`src/lpd_pkg.sv`:
```
// Shared constants and types for the loop detector option logic
package lpd_pkg;

    // ------------------------------------------------------------
    // Timing
    // ------------------------------------------------------------
    localparam int unsigned LPD_CLK_NS = 8;
    localparam int unsigned LPD_TICK_NS = 100_000_000;
    localparam int unsigned LPD_TICK_CYC = LPD_TICK_NS / LPD_CLK_NS;
    localparam int unsigned LPD_TICKS_PER_S = 1_000_000_000 / LPD_TICK_NS;
    localparam int unsigned LPD_COMP_S = 15;
    localparam int unsigned LPD_AUD_MIN = 15;
    localparam int unsigned LPD_ALT_S = 1;
    localparam logic [7:0] LPD_COMP_TICKS =
        8'(LPD_COMP_S * LPD_TICKS_PER_S);
    localparam logic [13:0] LPD_AUD_TICKS =
        14'(LPD_AUD_MIN * 60 * LPD_TICKS_PER_S);
    localparam logic [3:0] LPD_ALT_TICKS = 4'(LPD_ALT_S * LPD_TICKS_PER_S);

    // ------------------------------------------------------------
    // Register offsets
    // ------------------------------------------------------------
    localparam logic [7:0] LPD_OFF_GLB = 8'h00;
    localparam logic [7:0] LPD_OFF_CH0 = 8'h04;
    localparam logic [7:0] LPD_OFF_CH1 = 8'h08;
    localparam logic [7:0] LPD_OFF_STAT = 8'h0c;
    localparam logic [7:0] LPD_OFF_CNT0 = 8'h10;
    localparam logic [7:0] LPD_OFF_CNT1 = 8'h14;

    // ------------------------------------------------------------
    // Field positions
    // ------------------------------------------------------------
    localparam int LPD_G_NF = 0;
    localparam int LPD_G_THIRD = 1;
    localparam int LPD_G_DIR = 2;
    localparam int LPD_G_AUD = 3;
    localparam int LPD_G_AUDCH = 4;
    localparam int LPD_C_COMP = 0;
    localparam int LPD_C_CDISP = 1;
    localparam int LPD_C_CLR = 2;
    localparam int LPD_C_DEN = 3;
    localparam int LPD_C_DTYPE = 4;
    localparam int LPD_C_LOOPS = 8;
    localparam int LPD_C_EXT = 16;
    localparam int LPD_S_CALL = 0;
    localparam int LPD_S_PEND = 2;
    localparam int LPD_S_BUZZ = 4;
    localparam int LPD_S_DISC = 5;
    localparam int LPD_S_GREEN = 7;

    // ------------------------------------------------------------
    // Reset values and limits
    // ------------------------------------------------------------
    localparam logic LPD_NF_RST = 1'b0;
    localparam logic [2:0] LPD_LOOPS_RST = 3'h1;
    localparam logic [2:0] LPD_LOOPS_MIN = 3'h1;
    localparam logic [2:0] LPD_LOOPS_MAX = 3'h5;
    localparam logic [7:0] LPD_EXT_RST = 8'h00;
    localparam logic [15:0] LPD_CNT_SPLIT = 16'd999;
    localparam logic [15:0] LPD_DEC_K = 16'd1000;

    typedef enum logic [2:0] {
        LPD_P_IDLE = 3'b001,
        LPD_P_FIRST0 = 3'b010,
        LPD_P_FIRST1 = 3'b100
    } lpd_pair_t;

endpackage

```
`src/lpd_count.sv`:
```
// Per-channel vehicle counter with decimal split for the display
`timescale 1ns/1ps
module lpd_count
    import lpd_pkg::*;
(
    input wire logic mclk_i,
    input wire logic rst_i,
    input wire logic det_i,
    input wire logic clr_i,
    output logic [15:0] count_o,
    output logic [9:0] low3_o,
    output logic [6:0] high2_o
);

    typedef struct packed {
        logic det;
        logic [15:0] cnt;
        logic [9:0] low3;
        logic [6:0] high2;
    } lpd_cnt_st_t;

    lpd_cnt_st_t q, d;

    // ------------------------------------------------------------
    // Counting
    // ------------------------------------------------------------
    always_comb begin
        d = q;
        d.det = det_i;
        // A clear beside a new vehicle keeps that vehicle
        if (clr_i) begin
            d.cnt = {15'h0000, det_i & ~q.det};
        end else if (det_i && !q.det) begin
            d.cnt = q.cnt + 16'h0001;
        end
        d.low3 = 10'(q.cnt % LPD_DEC_K);
        d.high2 = 7'(q.cnt / LPD_DEC_K);
    end

    always_ff @(posedge mclk_i or posedge rst_i) begin
        if (rst_i) begin
            q <= '0;
        end else begin
            q <= d;
        end
    end

    assign count_o = q.cnt;
    assign low3_o = q.low3;
    assign high2_o = q.high2;

endmodule

```
`src/lpd_option_top.sv`:
```
// Option logic of a two-channel loop detector: pairing, timing, display
//
// Contract
// - One shared filter bypass bit; any change pulses reset on both channels.
// - Filter bypass comes out of reset switched off.
// - Green compensation leaves normal compensation until phase green.
// - Green plus call ramps desensitization to 0.05% over 15 s.
// - Vehicle count is 16 bits and wraps to zero after 65535.
// - Up to 999 show three digits, above alternate upper two and lower three.
// - Count display option swaps the normal display for the count.
// - Count clear acts only on an off-to-on change of its bit.
// - Count clear bit always reads back as off.
// - Loops per lane holds one of five values, others are ignored.
// - Third-car mode calls on both channels only while both loops occupied.
// - Third-car: first detecting channel shows pending while waiting.
// - Directional: first detecting channel pends and outputs no call.
// - Directional: later channel calls until its own detection ends.
// - Directional: first channel runs no timers, second times normally.
// - Buzzer follows raw occupancy of the selected channel only.
// - Buzzer belongs to one channel at a time.
// - Buzzer option turns itself off 15 minutes after activation.
// - Disconnect with green low behaves as normal operation.
// - In green, expiry of gap timer stops calls until green drops.
// - Disconnect type off keeps extension, timer doubles as disconnect.
// - Disconnect type on: call follows occupancy until disconnect.
// - Extension 0 to 25.5 s in 0.1 s steps, starts when zone clears.
//
// Our own choices: the register offsets and the strobed register port.
`timescale 1ns/1ps
module lpd_option_top
    import lpd_pkg::*;
#(
    parameter int unsigned TICK_CYCLES = LPD_TICK_CYC
)
(
    input wire logic mclk_i,
    input wire logic rst_i,
    input wire logic [7:0] addr_i,
    input wire logic [31:0] wdata_i,
    input wire logic wr_i,
    input wire logic rd_i,
    output logic [31:0] rdata_o,
    input wire logic [1:0] detect_i,
    input wire logic [1:0] green_i,
    output logic [1:0] call_o,
    output logic [1:0] pending_o,
    output logic buzzer_o,
    output logic [1:0] chan_rst_o,
    output logic nf_bypass_o,
    output logic [1:0][2:0] loops_o,
    output logic [1:0][7:0] desens_o,
    output logic [1:0][9:0] disp_o,
    output logic [1:0] disp_hi_o,
    output logic [1:0] disp_cnt_o
);

    // ------------------------------------------------------------
    // State
    // ------------------------------------------------------------
    typedef struct packed {
        logic [1:0] gs1;
        logic [1:0] gs2;
        logic [1:0] gs3;
        logic [1:0] green;
        logic [31:0] tick_cnt;
        logic nf;
        logic third;
        logic dir;
        logic aud_en;
        logic aud_ch;
        logic [13:0] aud_cnt;
        logic [1:0] comp_en;
        logic [1:0] cdisp;
        logic [1:0] clr_wr;
        logic [1:0] clr_p;
        logic [1:0] disc_en;
        logic [1:0] disc_type;
        logic [1:0][2:0] loops;
        logic [1:0][7:0] ext_set;
        logic [1:0][7:0] ext_cnt;
        logic [1:0] ext_run;
        logic [1:0] disc;
        logic [1:0] occ;
        lpd_pair_t pair;
        logic arm;
        logic [1:0][7:0] ramp;
        logic [3:0] alt_cnt;
        logic alt;
        logic [1:0] call;
        logic [1:0] pend;
        logic buzz;
        logic [1:0] chrst;
        logic [1:0][9:0] disp;
        logic [1:0] disp_hi;
        logic [31:0] rdata;
    } lpd_st_t;

    lpd_st_t q, d;

    logic tick;
    logic [1:0][15:0] cnt_w;
    logic [1:0][9:0] low3_w;
    logic [1:0][6:0] high2_w;

    // Channel register decode, shared by writes and reads
    function automatic logic lpd_ch_hit(input logic [7:0] a, input int c);
        lpd_ch_hit = (a == ((c == 0) ? LPD_OFF_CH0 : LPD_OFF_CH1));
    endfunction

    assign tick = (q.tick_cnt == 32'(TICK_CYCLES - 1));

    // ------------------------------------------------------------
    // Vehicle counters
    // ------------------------------------------------------------
    generate
        for (genvar g = 0; g < 2; g++) begin : g_cnt
            lpd_count u_cnt (
                .mclk_i(mclk_i),
                .rst_i(rst_i),
                .det_i(detect_i[g]),
                .clr_i(q.clr_p[g]),
                .count_o(cnt_w[g]),
                .low3_o(low3_w[g]),
                .high2_o(high2_w[g])
            );
        end
    endgenerate

    // ------------------------------------------------------------
    // Next state
    // ------------------------------------------------------------
    always_comb begin
        logic [1:0] occ;
        logic [1:0] first;
        logic paired;
        logic sec;
        logic dm;
        logic fall;
        logic big;
        occ = '0;
        first = '0;
        paired = 1'b0;
        sec = 1'b0;
        dm = 1'b0;
        fall = 1'b0;
        big = 1'b0;
        d = q;
        d.rdata = '0;
        d.chrst = '0;
        d.clr_p = '0;

        // Phase green pins: three stages, change taken once 2 and 3 agree
        d.gs1 = green_i;
        d.gs2 = q.gs1;
        d.gs3 = q.gs2;
        for (int c = 0; c < 2; c++) begin
            if (q.gs2[c] == q.gs3[c]) begin
                d.green[c] = q.gs3[c];
            end
        end

        d.tick_cnt = tick ? 32'h0 : q.tick_cnt + 32'h1;

        if (tick) begin
            if (q.alt_cnt == LPD_ALT_TICKS - 4'h1) begin
                d.alt_cnt = 4'h0;
                d.alt = ~q.alt;
            end else begin
                d.alt_cnt = q.alt_cnt + 4'h1;
            end
        end

        // Buzzer time-out; a fresh activation below restarts it
        if (q.aud_en && tick) begin
            if (q.aud_cnt == LPD_AUD_TICKS - 14'h1) begin
                d.aud_en = 1'b0;
            end else begin
                d.aud_cnt = q.aud_cnt + 14'h1;
            end
        end

        // --------------------------------------------------------
        // Register writes
        // --------------------------------------------------------
        if (wr_i && addr_i == LPD_OFF_GLB) begin
            if (wdata_i[LPD_G_NF] != q.nf) begin
                d.chrst = 2'b11;
            end
            d.nf = wdata_i[LPD_G_NF];
            d.third = wdata_i[LPD_G_THIRD];
            d.dir = wdata_i[LPD_G_DIR];
            d.aud_en = wdata_i[LPD_G_AUD];
            // A single owner field makes the buzzer exclusive
            d.aud_ch = wdata_i[LPD_G_AUDCH];
            if (wdata_i[LPD_G_AUD]) begin
                d.aud_cnt = 14'h0;
            end
        end
        for (int c = 0; c < 2; c++) begin
            if (wr_i && lpd_ch_hit(addr_i, c)) begin
                d.comp_en[c] = wdata_i[LPD_C_COMP];
                d.cdisp[c] = wdata_i[LPD_C_CDISP];
                d.clr_wr[c] = wdata_i[LPD_C_CLR];
                d.clr_p[c] = wdata_i[LPD_C_CLR] & ~q.clr_wr[c];
                d.disc_en[c] = wdata_i[LPD_C_DEN];
                d.disc_type[c] = wdata_i[LPD_C_DTYPE];
                d.ext_set[c] = wdata_i[LPD_C_EXT +: 8];
                if (wdata_i[LPD_C_LOOPS +: 3] >= LPD_LOOPS_MIN &&
                    wdata_i[LPD_C_LOOPS +: 3] <= LPD_LOOPS_MAX) begin
                    d.loops[c] = wdata_i[LPD_C_LOOPS +: 3];
                end
            end
        end

        // --------------------------------------------------------
        // Pairing of the two channels
        // --------------------------------------------------------
        paired = q.third | q.dir;
        case (q.pair)
            LPD_P_IDLE: begin
                if (detect_i[0]) begin
                    d.pair = LPD_P_FIRST0;
                end else if (detect_i[1]) begin
                    d.pair = LPD_P_FIRST1;
                end
            end
            LPD_P_FIRST0: begin
                if (detect_i == 2'b00) begin
                    d.pair = LPD_P_IDLE;
                end else if (detect_i == 2'b10 && !q.arm) begin
                    d.pair = LPD_P_FIRST1;
                end
            end
            LPD_P_FIRST1: begin
                if (detect_i == 2'b00) begin
                    d.pair = LPD_P_IDLE;
                end else if (detect_i == 2'b01 && !q.arm) begin
                    d.pair = LPD_P_FIRST0;
                end
            end
            default: begin
                d.pair = LPD_P_IDLE;
            end
        endcase
        first[0] = (q.pair == LPD_P_FIRST0);
        first[1] = (q.pair == LPD_P_FIRST1);
        sec = first[0];

        // Later channel stays armed until its own detection ends
        if (first != 2'b00 && detect_i[sec]) begin
            d.arm = 1'b1;
        end else begin
            d.arm = 1'b0;
        end

        for (int c = 0; c < 2; c++) begin
            if (q.third) begin
                occ[c] = detect_i[0] & detect_i[1];
            end else if (q.dir) begin
                occ[c] = q.arm & (32'(c) == 32'(sec));
            end else begin
                occ[c] = detect_i[c];
            end
            d.pend[c] = paired & first[c] & detect_i[c] &
                ~detect_i[1 - c] & ~q.arm;
        end
        d.occ = occ;

        // --------------------------------------------------------
        // Extension and disconnect timing
        // --------------------------------------------------------
        for (int c = 0; c < 2; c++) begin
            dm = q.disc_en[c] & q.green[c];
            fall = q.occ[c] & ~occ[c];
            if (!dm) begin
                d.disc[c] = 1'b0;
            end
            if (occ[c]) begin
                d.ext_run[c] = 1'b0;
            end else if (fall) begin
                // Extension counts from the moment the zone clears
                d.ext_cnt[c] = q.ext_set[c];
                d.ext_run[c] = (q.ext_set[c] != 8'h00);
                if (dm && q.ext_set[c] == 8'h00) begin
                    d.disc[c] = 1'b1;
                end
            end else if (q.ext_run[c] && tick) begin
                d.ext_cnt[c] = q.ext_cnt[c] - 8'h01;
                if (q.ext_cnt[c] == 8'h01) begin
                    d.ext_run[c] = 1'b0;
                    if (dm) begin
                        d.disc[c] = 1'b1;
                    end
                end
            end
            // First channel of a directional pair never times
            if (q.dir && !q.third && first[c]) begin
                d.ext_run[c] = 1'b0;
                d.disc[c] = 1'b0;
            end
            if (q.chrst[c]) begin
                d.ext_run[c] = 1'b0;
                d.disc[c] = 1'b0;
            end
            if (d.disc[c]) begin
                d.call[c] = 1'b0;
            end else if (dm && q.disc_type[c]) begin
                d.call[c] = occ[c];
            end else begin
                d.call[c] = occ[c] | d.ext_run[c];
            end
        end

        // --------------------------------------------------------
        // Green compensation ramp
        // --------------------------------------------------------
        for (int c = 0; c < 2; c++) begin
            if (!q.comp_en[c] || !q.green[c] || q.chrst[c]) begin
                d.ramp[c] = 8'h00;
            end else if (tick && q.ramp[c] < LPD_COMP_TICKS &&
                         (q.call[c] || q.ramp[c] != 8'h00)) begin
                d.ramp[c] = q.ramp[c] + 8'h01;
            end
        end

        // Buzzer tracks raw occupancy, not the timed call
        d.buzz = d.aud_en & detect_i[d.aud_ch];

        // --------------------------------------------------------
        // Display
        // --------------------------------------------------------
        for (int c = 0; c < 2; c++) begin
            big = (cnt_w[c] > LPD_CNT_SPLIT);
            if (q.cdisp[c]) begin
                d.disp_hi[c] = big & q.alt;
                d.disp[c] = (big && q.alt) ? {3'h0, high2_w[c]} :
                    low3_w[c];
            end else begin
                d.disp_hi[c] = 1'b0;
                d.disp[c] = {2'h0, q.ext_cnt[c]};
            end
        end

        // --------------------------------------------------------
        // Register reads, data valid in the following cycle
        // --------------------------------------------------------
        if (rd_i) begin
            case (addr_i)
                LPD_OFF_GLB: begin
                    d.rdata[LPD_G_NF] = q.nf;
                    d.rdata[LPD_G_THIRD] = q.third;
                    d.rdata[LPD_G_DIR] = q.dir;
                    d.rdata[LPD_G_AUD] = q.aud_en;
                    d.rdata[LPD_G_AUDCH] = q.aud_ch;
                end
                LPD_OFF_STAT: begin
                    d.rdata[LPD_S_CALL +: 2] = q.call;
                    d.rdata[LPD_S_PEND +: 2] = q.pend;
                    d.rdata[LPD_S_BUZZ] = q.buzz;
                    d.rdata[LPD_S_DISC +: 2] = q.disc;
                    d.rdata[LPD_S_GREEN +: 2] = q.green;
                end
                LPD_OFF_CNT0: begin
                    d.rdata[15:0] = cnt_w[0];
                end
                LPD_OFF_CNT1: begin
                    d.rdata[15:0] = cnt_w[1];
                end
                default: begin
                    for (int c = 0; c < 2; c++) begin
                        if (lpd_ch_hit(addr_i, c)) begin
                            d.rdata[LPD_C_COMP] = q.comp_en[c];
                            d.rdata[LPD_C_CDISP] = q.cdisp[c];
                            // Clear bit always looks off to software
                            d.rdata[LPD_C_CLR] = 1'b0;
                            d.rdata[LPD_C_DEN] = q.disc_en[c];
                            d.rdata[LPD_C_DTYPE] = q.disc_type[c];
                            d.rdata[LPD_C_LOOPS +: 3] = q.loops[c];
                            d.rdata[LPD_C_EXT +: 8] = q.ext_set[c];
                        end
                    end
                end
            endcase
        end
    end

    // ------------------------------------------------------------
    // Registers
    // ------------------------------------------------------------
    always_ff @(posedge mclk_i or posedge rst_i) begin
        if (rst_i) begin
            q <= '0;
            q.nf <= LPD_NF_RST;
            q.loops <= {LPD_LOOPS_RST, LPD_LOOPS_RST};
            q.ext_set <= {LPD_EXT_RST, LPD_EXT_RST};
            q.pair <= LPD_P_IDLE;
        end else begin
            q <= d;
        end
    end

    // ------------------------------------------------------------
    // Outputs
    // ------------------------------------------------------------
    assign rdata_o = q.rdata;
    assign call_o = q.call;
    assign pending_o = q.pend;
    assign buzzer_o = q.buzz;
    assign chan_rst_o = q.chrst;
    assign nf_bypass_o = q.nf;
    assign loops_o = q.loops;
    assign desens_o = q.ramp;
    assign disp_o = q.disp;
    assign disp_hi_o = q.disp_hi;
    assign disp_cnt_o = q.cdisp;

endmodule

```
`config.mk`:
```
export PLATFORM = sky130hd
export DESIGN_NAME = lpd_option_top
export DESIGN_NICKNAME = d
export VERILOG_FILES = /design/src/lpd_pkg.sv /design/src/lpd_count.sv /design/src/lpd_option_top.sv
export SDC_FILE = /design/constraint.sdc
export NUM_CORES = 1
export LEC_CHECK = 0
export ABC_CLOCK_PERIOD_IN_PS = 6200
export BUFFER_PORTS_ARGS = -buffer_cell sky130_fd_sc_hd__buf_4
export CAP_MARGIN = 15
export CORE_ASPECT_RATIO = 1.1
export CORE_MARGIN = 4
export CORE_UTILIZATION = 40
export CTS_BUF_LIST = sky130_fd_sc_hd__clkbuf_8
export DETAILED_ROUTE_END_ITERATION = 8
export SLEW_MARGIN = 5
export SYNTH_ARGS = -nofsm -noshare
export SYNTH_HDL_FRONTEND = slang
export SYNTH_HIERARCHICAL = 1
export SYNTH_SLANG_ARGS = --single-unit
```
`constraint.sdc`:
```
create_clock -name mclk_i -period 6.2 [get_ports mclk_i]
set_clock_uncertainty 0.1 [all_clocks]
set_input_delay 0.93 -clock mclk_i [delete_from_list [all_inputs] [get_ports mclk_i]]
set_output_delay 0.93 -clock mclk_i [all_outputs]
set_load 0.02 [all_outputs]
```
==> Word level (Yosys, flattened, before mapping) <==
Cells that the tools add are included.
{ "op_classes": {"bitwise_logic": 36, "eq_ne": 21, "reduce_logical": 62, "addsub": 9, "muxes": 93, "div": 4, "magnitude_cmp": 8} }
{ "ops": {"columns": ["op", "n"], "rows": [
  ["$mux 8", 11],
  ["$mux 16", 5],
  ["$mux 1", 49],
  ["$mux 14", 3],
  ["$mux 10", 4],
  ["$add 16x1->16 const B", 2],
  ["$add 32x1->32 const B", 1],
  ["$div 16x10->16 const B", 2],
  ["$eq 32x24->1 const B", 1],
  ["$gt 16x10->1 const B", 2],
  ["$mod 16x10->16 const B", 2],
  ["$mux 32", 1],
  ["$reduce_bool 8->1", 4],
  ["$logic_and 1x1->1", 25],
  ["$logic_not 8->1", 3],
  ["$mux 24", 1],
  ["$mux 3", 8],
  ["$and 1x1->1", 22],
  ["$pmux 5 s4", 1],
  ["$pmux 3 s3", 2],
  ["$add 8x1->8 const B", 2],
  ["$eq 8x1->1 const B", 2],
  ["$eq 8x4->1 const B", 2],
  ["$eq 8x5->1 const B", 2],
  ["other kinds (35)", 76]
]} }
{ "totals": {"input_bits": 48, "register_bits": 261} }

==> Longest topological paths before layout <==
{ "logic_depth": {"ltp_word": 14, "depth_mapped": 20, "depth_no_buf": 17} }

==> Modules after synthesis <==
Netlist, hierarchy kept.
{ "modules_own_cells": {"columns": ["module", "area_each_um2", "cells_each", "seq_area_each_um2", "instances"], "rows": [
  ["lpd_option_top", 10201.0, 1033, 4808.4, 1],
  ["lpd_count (g_cnt[1].u_cnt)", 3402.0, 401, 850.8, 1],
  ["lpd_count (g_cnt[0].u_cnt)", 3387.0, 407, 850.8, 1]
]} }

==> Worst setup path after synthesis <==
OpenSTA, ideal clock, no wires.
{ "synth_timing": {"path_type": "flip-flop to flip-flop", "from": "reg g_cnt[0].u_cnt.q, in the netlist g_cnt[0].u_cnt/count_o[14]", "to": "reg g_cnt[0].u_cnt.q, in the netlist g_cnt[0].u_cnt/low3_o[5]", "n_path_buf": 2, "required_time_ns": 5.970, "path_slack_ns": 1.637, "synth_period_minus_slack_ns": 4.563, "stages_incl_launch_ff": 19, "arrival_time_ns": 4.333, "cell_sequence": "dfrtp_1 -> and4_1 -> buf_4 -> mux2_4 -> a22oi_2 -> a211oi_1 -> a2111o_2 -> o21a_2 -> a21boi_4 -> buf_6 -> mux2i_2 -> o22ai_4 -> o31ai_2 -> nand2_2 -> or3_4 -> a221oi_4 -> a31oi_4 -> mux2i_1 -> xnor2_1"} }
{ "synth_rtl": {"columns": ["element", "line_no", "source"], "rows": [
  ["from (decl)", "lpd_count.sv:22", "lpd_cnt_st_t q, d;"],
  ["from (signal assigned)", "lpd_count.sv:42", "q <= '0;"],
  ["from (signal assigned)", "lpd_count.sv:44", "q <= d;"]
]} }

==> impl_metrics.env <==
export IMPL_grt_pass1_wl_um=71700
export IMPL_rsz0062_at_grt="false"
export IMPL_antenna_left=0
export IMPL_hold_viol=0
export IMPL_dieArea_um2=45800
export IMPL_peakVddDrop_mv=0.130
export IMPL_cts_buffer_depth=3
export IMPL_clk_pin_slew_ps=60
export IMPL_synthMostInstantiatedCell="dfrtp_1"
export IMPL_numPortBuffers=109
export IMPL_synth_avg_cell_area_um2=9.23
export IMPL_period_needed_ps=5660
export IMPL_layout_drive_gt1_share_pct=18.3
export IMPL_post_cts_buffers=0
export IMPL_required_ps=6570
export IMPL_regArea_um2=6510
export IMPL_leakage_uw=0.00791
export IMPL_grt_overflow=0
export IMPL_clk_latency_ps=610
export IMPL_period_share_pct=91.2
export IMPL_cp_cell_sequence="a31oi_1 > or2_1 > o41ai_2 > a2111oi_2 > a2111o_2 > o21a_2 > a21boi_4 > mux2i_2 > o2111ai_1 > a211oi_1 > a211o_1 > a41oi_2 > maj3_2 > a21o_1 > a21oi_1 > a31oi_1"
export IMPL_tns_ps=0
export IMPL_fill_cells=4114
export IMPL_synth_edff_count=0
export IMPL_grt_pass1_vias=13200
export IMPL_wl_um=44700
export IMPL_cap_viol_max_count=0
export IMPL_post_cts_resize_count=0
export IMPL_gp_congestion=0.882
export IMPL_crit_type="register to register"
export IMPL_synth_flop_cell="dfrtp_1"
export IMPL_drv_slew=0
export IMPL_postLayoutCellArea_um2=18100
export IMPL_max_slew_margin_rel_pct=22.7
export IMPL_coreArea_um2=41600
export IMPL_die_height_um=224
export IMPL_power_density_nw_per_um2=257
export IMPL_met2_usage_pct=30.1
export IMPL_grt_max_degree=175
export IMPL_viasPerCell=5.74
export IMPL_wl_per_cell_um=18.8
export IMPL_ys_seq_area_share_pct=38.3
export IMPL_synth_commonest_cells="dfrtp_1, nor2_1, buf_4"
export IMPL_top_usage_layer="met2"
export IMPL_clkPwrFrac_pct=32.5
export IMPL_setup_viol_count_final=0
export IMPL_cts_sinks=260
export IMPL_track_usage_pct=19.0
export IMPL_tightest_slew_ps=1150
export IMPL_fin_nets=1851
export IMPL_yosys_area_top_type_share_pct=37.9
export IMPL_drt_first_pass_iters=5
export IMPL_crit_slowest_cell="dfrtp_1"
export IMPL_syn_instance_count=1841
export IMPL_vias=13700
export IMPL_async_flop_share_pct=100
export IMPL_htreeDepth=2
export IMPL_worst_hold_slack_ps=250
export IMPL_yosys_area_top_type="dfrtp_1"
export IMPL_status="finished, final reports clean"
export IMPL_power_switching_uw=1540
export IMPL_cts_buffers=45
export IMPL_critPathLaunchType="register"
export IMPL_path_max_fanout=17
export IMPL_initial_core_util_pct=40.9
export IMPL_ys_warn_count=6
export IMPL_multi_input_area_um2=8750
export IMPL_layout_area_overhead_vs_synth_pct=6.42
export IMPL_dpl_hpwl_um=31900
export IMPL_p_comb_share_pct=21.9
export IMPL_crit_arrival_ps=6030
export IMPL_fmax_mhz=177
export IMPL_hp_class="register to register"
export IMPL_utilization_pct=43.5
export IMPL_crit_top_cell="a31oi_1"
export IMPL_hold_buffers=0
export IMPL_grt_use_met3_pct=3.05
export IMPL_antenna_found_initial=2
export IMPL_cp_end_kind="register"
export IMPL_pwr_share_seq_pct=45.6
export IMPL_gr_usage_met1_pct=26.1
export IMPL_cts_tree="done"
export IMPL_place_area_um2=17200
export IMPL_cts_root_buf="clkbuf_8"
export IMPL_switching_share_pct=33.2
export IMPL_drt_iter0_markers=1157
export IMPL_cp_slowest_stage_delay_ps=730
export IMPL_internal_power_uw=3110
export IMPL_die_width_um=205
export IMPL_io_pin_count=134
export IMPL_synth_seq_cells=260
export IMPL_synth_area_leaders="dfrtp_1, buf_4, nor2_1"
export IMPL_fp_row_count=78
export IMPL_ys_types=133
export IMPL_synth_area_um2=17000
export IMPL_drcViolationCount=0
## layout make-up
class                   instances  area share [%]
flip-flops and latches        260            36.0
inverters                      62            1.31
diodes                          1          0.0138
well taps                     560            3.88
repair buffers                135            5.67
clock inverters                26           0.644
multi-input cells            1285            48.4
clock buffers                  54            4.11
## sequential cells by signal, summed over array words and instances (netlist names)
register and cells:
g_cnt.u_cnt/low3_o 20, q 111, desens_o 16, pending_o 2
disp_o 20, rdata_o 24, call_o 2, g_cnt.u_cnt/q 2
disp_hi_o 2, buzzer_o 1, loops_o 6, g_cnt.u_cnt/high2_o 14
disp_cnt_o 2, nf_bypass_o 1, g_cnt.u_cnt/count_o 32, d 4
chan_rst_o 1
## final timing paths
check | startpoint | to | slack (ps) | cells past startpoint
max | g_cnt[0].u_cnt/count_o[14] | g_cnt[0].u_cnt/low3_o[6] | 540 | 16
min | d[198] | d[196] | 250 | 0
max reg2reg | g_cnt[0].u_cnt/count_o[14] | g_cnt[0].u_cnt/low3_o[6] | 540 | 16
min reg2reg | d[198] | d[196] | 250 | 0
max in group asynchronous | rst_i | disp_o[11] | 4480 | 3
min in group asynchronous | rst_i | rdata_o[7] | 270 | 2
## layout by cell type, fill, tap and decap left out, drive strengths merged, types with 14 or more instances in the layout
cell	count
o22ai	18
nand4	40
inv	76
a31oi	22
o31ai	14
buf	135
a211oi	15
o21ai	76
mux2i	48
o211ai	15
nor4	23
nand3	67
and3	29
clkbuf	54
nor2	171
nor2b	23
nand2b	15
or3	24
nor3	32
xnor2	63
nand2	125
xor2	27
dfrtp	257
and2	21
mux2	39
ha	14
or4	16
a21oi	83
a22oi	27
## metrics by stage
stage | worst slack [ps] | std cells | total power, uW
2_1_floorplan | 1640 | 1848 | 3030
3_3_place_gp | 686 | 2302 | 3140
3_5_place_dp | 637 | 2302 | 3160
4_1_cts | 626 | 2382 | 4700
5_1_grt | 141 | 2383 | 4910
6_report | 545 | 2383 | 4650
## logic make-up (layout without fill, tap and decap cells)
family | Yosys count | after routing | share of synthesized area [%]
buf+inv | 303 | 277 | 10.5
flops | 260 | 260 | 38.3
fa+ha+maj | 23 | 23 | 1.59
xor+xnor | 90 | 90 | 4.84
mux | 87 | 87 | 5.63
compound gates | 425 | 425 | 18.8
simple gates | 652 | 652 | 20.3
other cells | 1 | 9 | 0.0221
## routing by layer
layer / up-vias / wire (um)
met5: - / 18
met2: 466 / 20600
li1: 6421 / -
met3: 99 / 2440
met4: 2 / 1720
met1: 6693 / 19900
## worst max-delay path, delay by kind of cell, from the launching register on
kind	cells	cell delay (ps)
and+or+nand+nor	1	290
AOI/OAI and AO/OA	13	3660
DFF	1	730
muxes	1	360
adders and majority gates	1	380
## power groups by stage
stage	Clock [uW]	Sequential (uW)	Combinational (uW)
CTS	1560	2120	1020
finish	1510	2120	1020
detailed placement	0	2150	1010
global route	1630	2140	1140
global placement	0	2140	996
floorplan	0	2010	1020
Power figures use the tool's default switching activity.
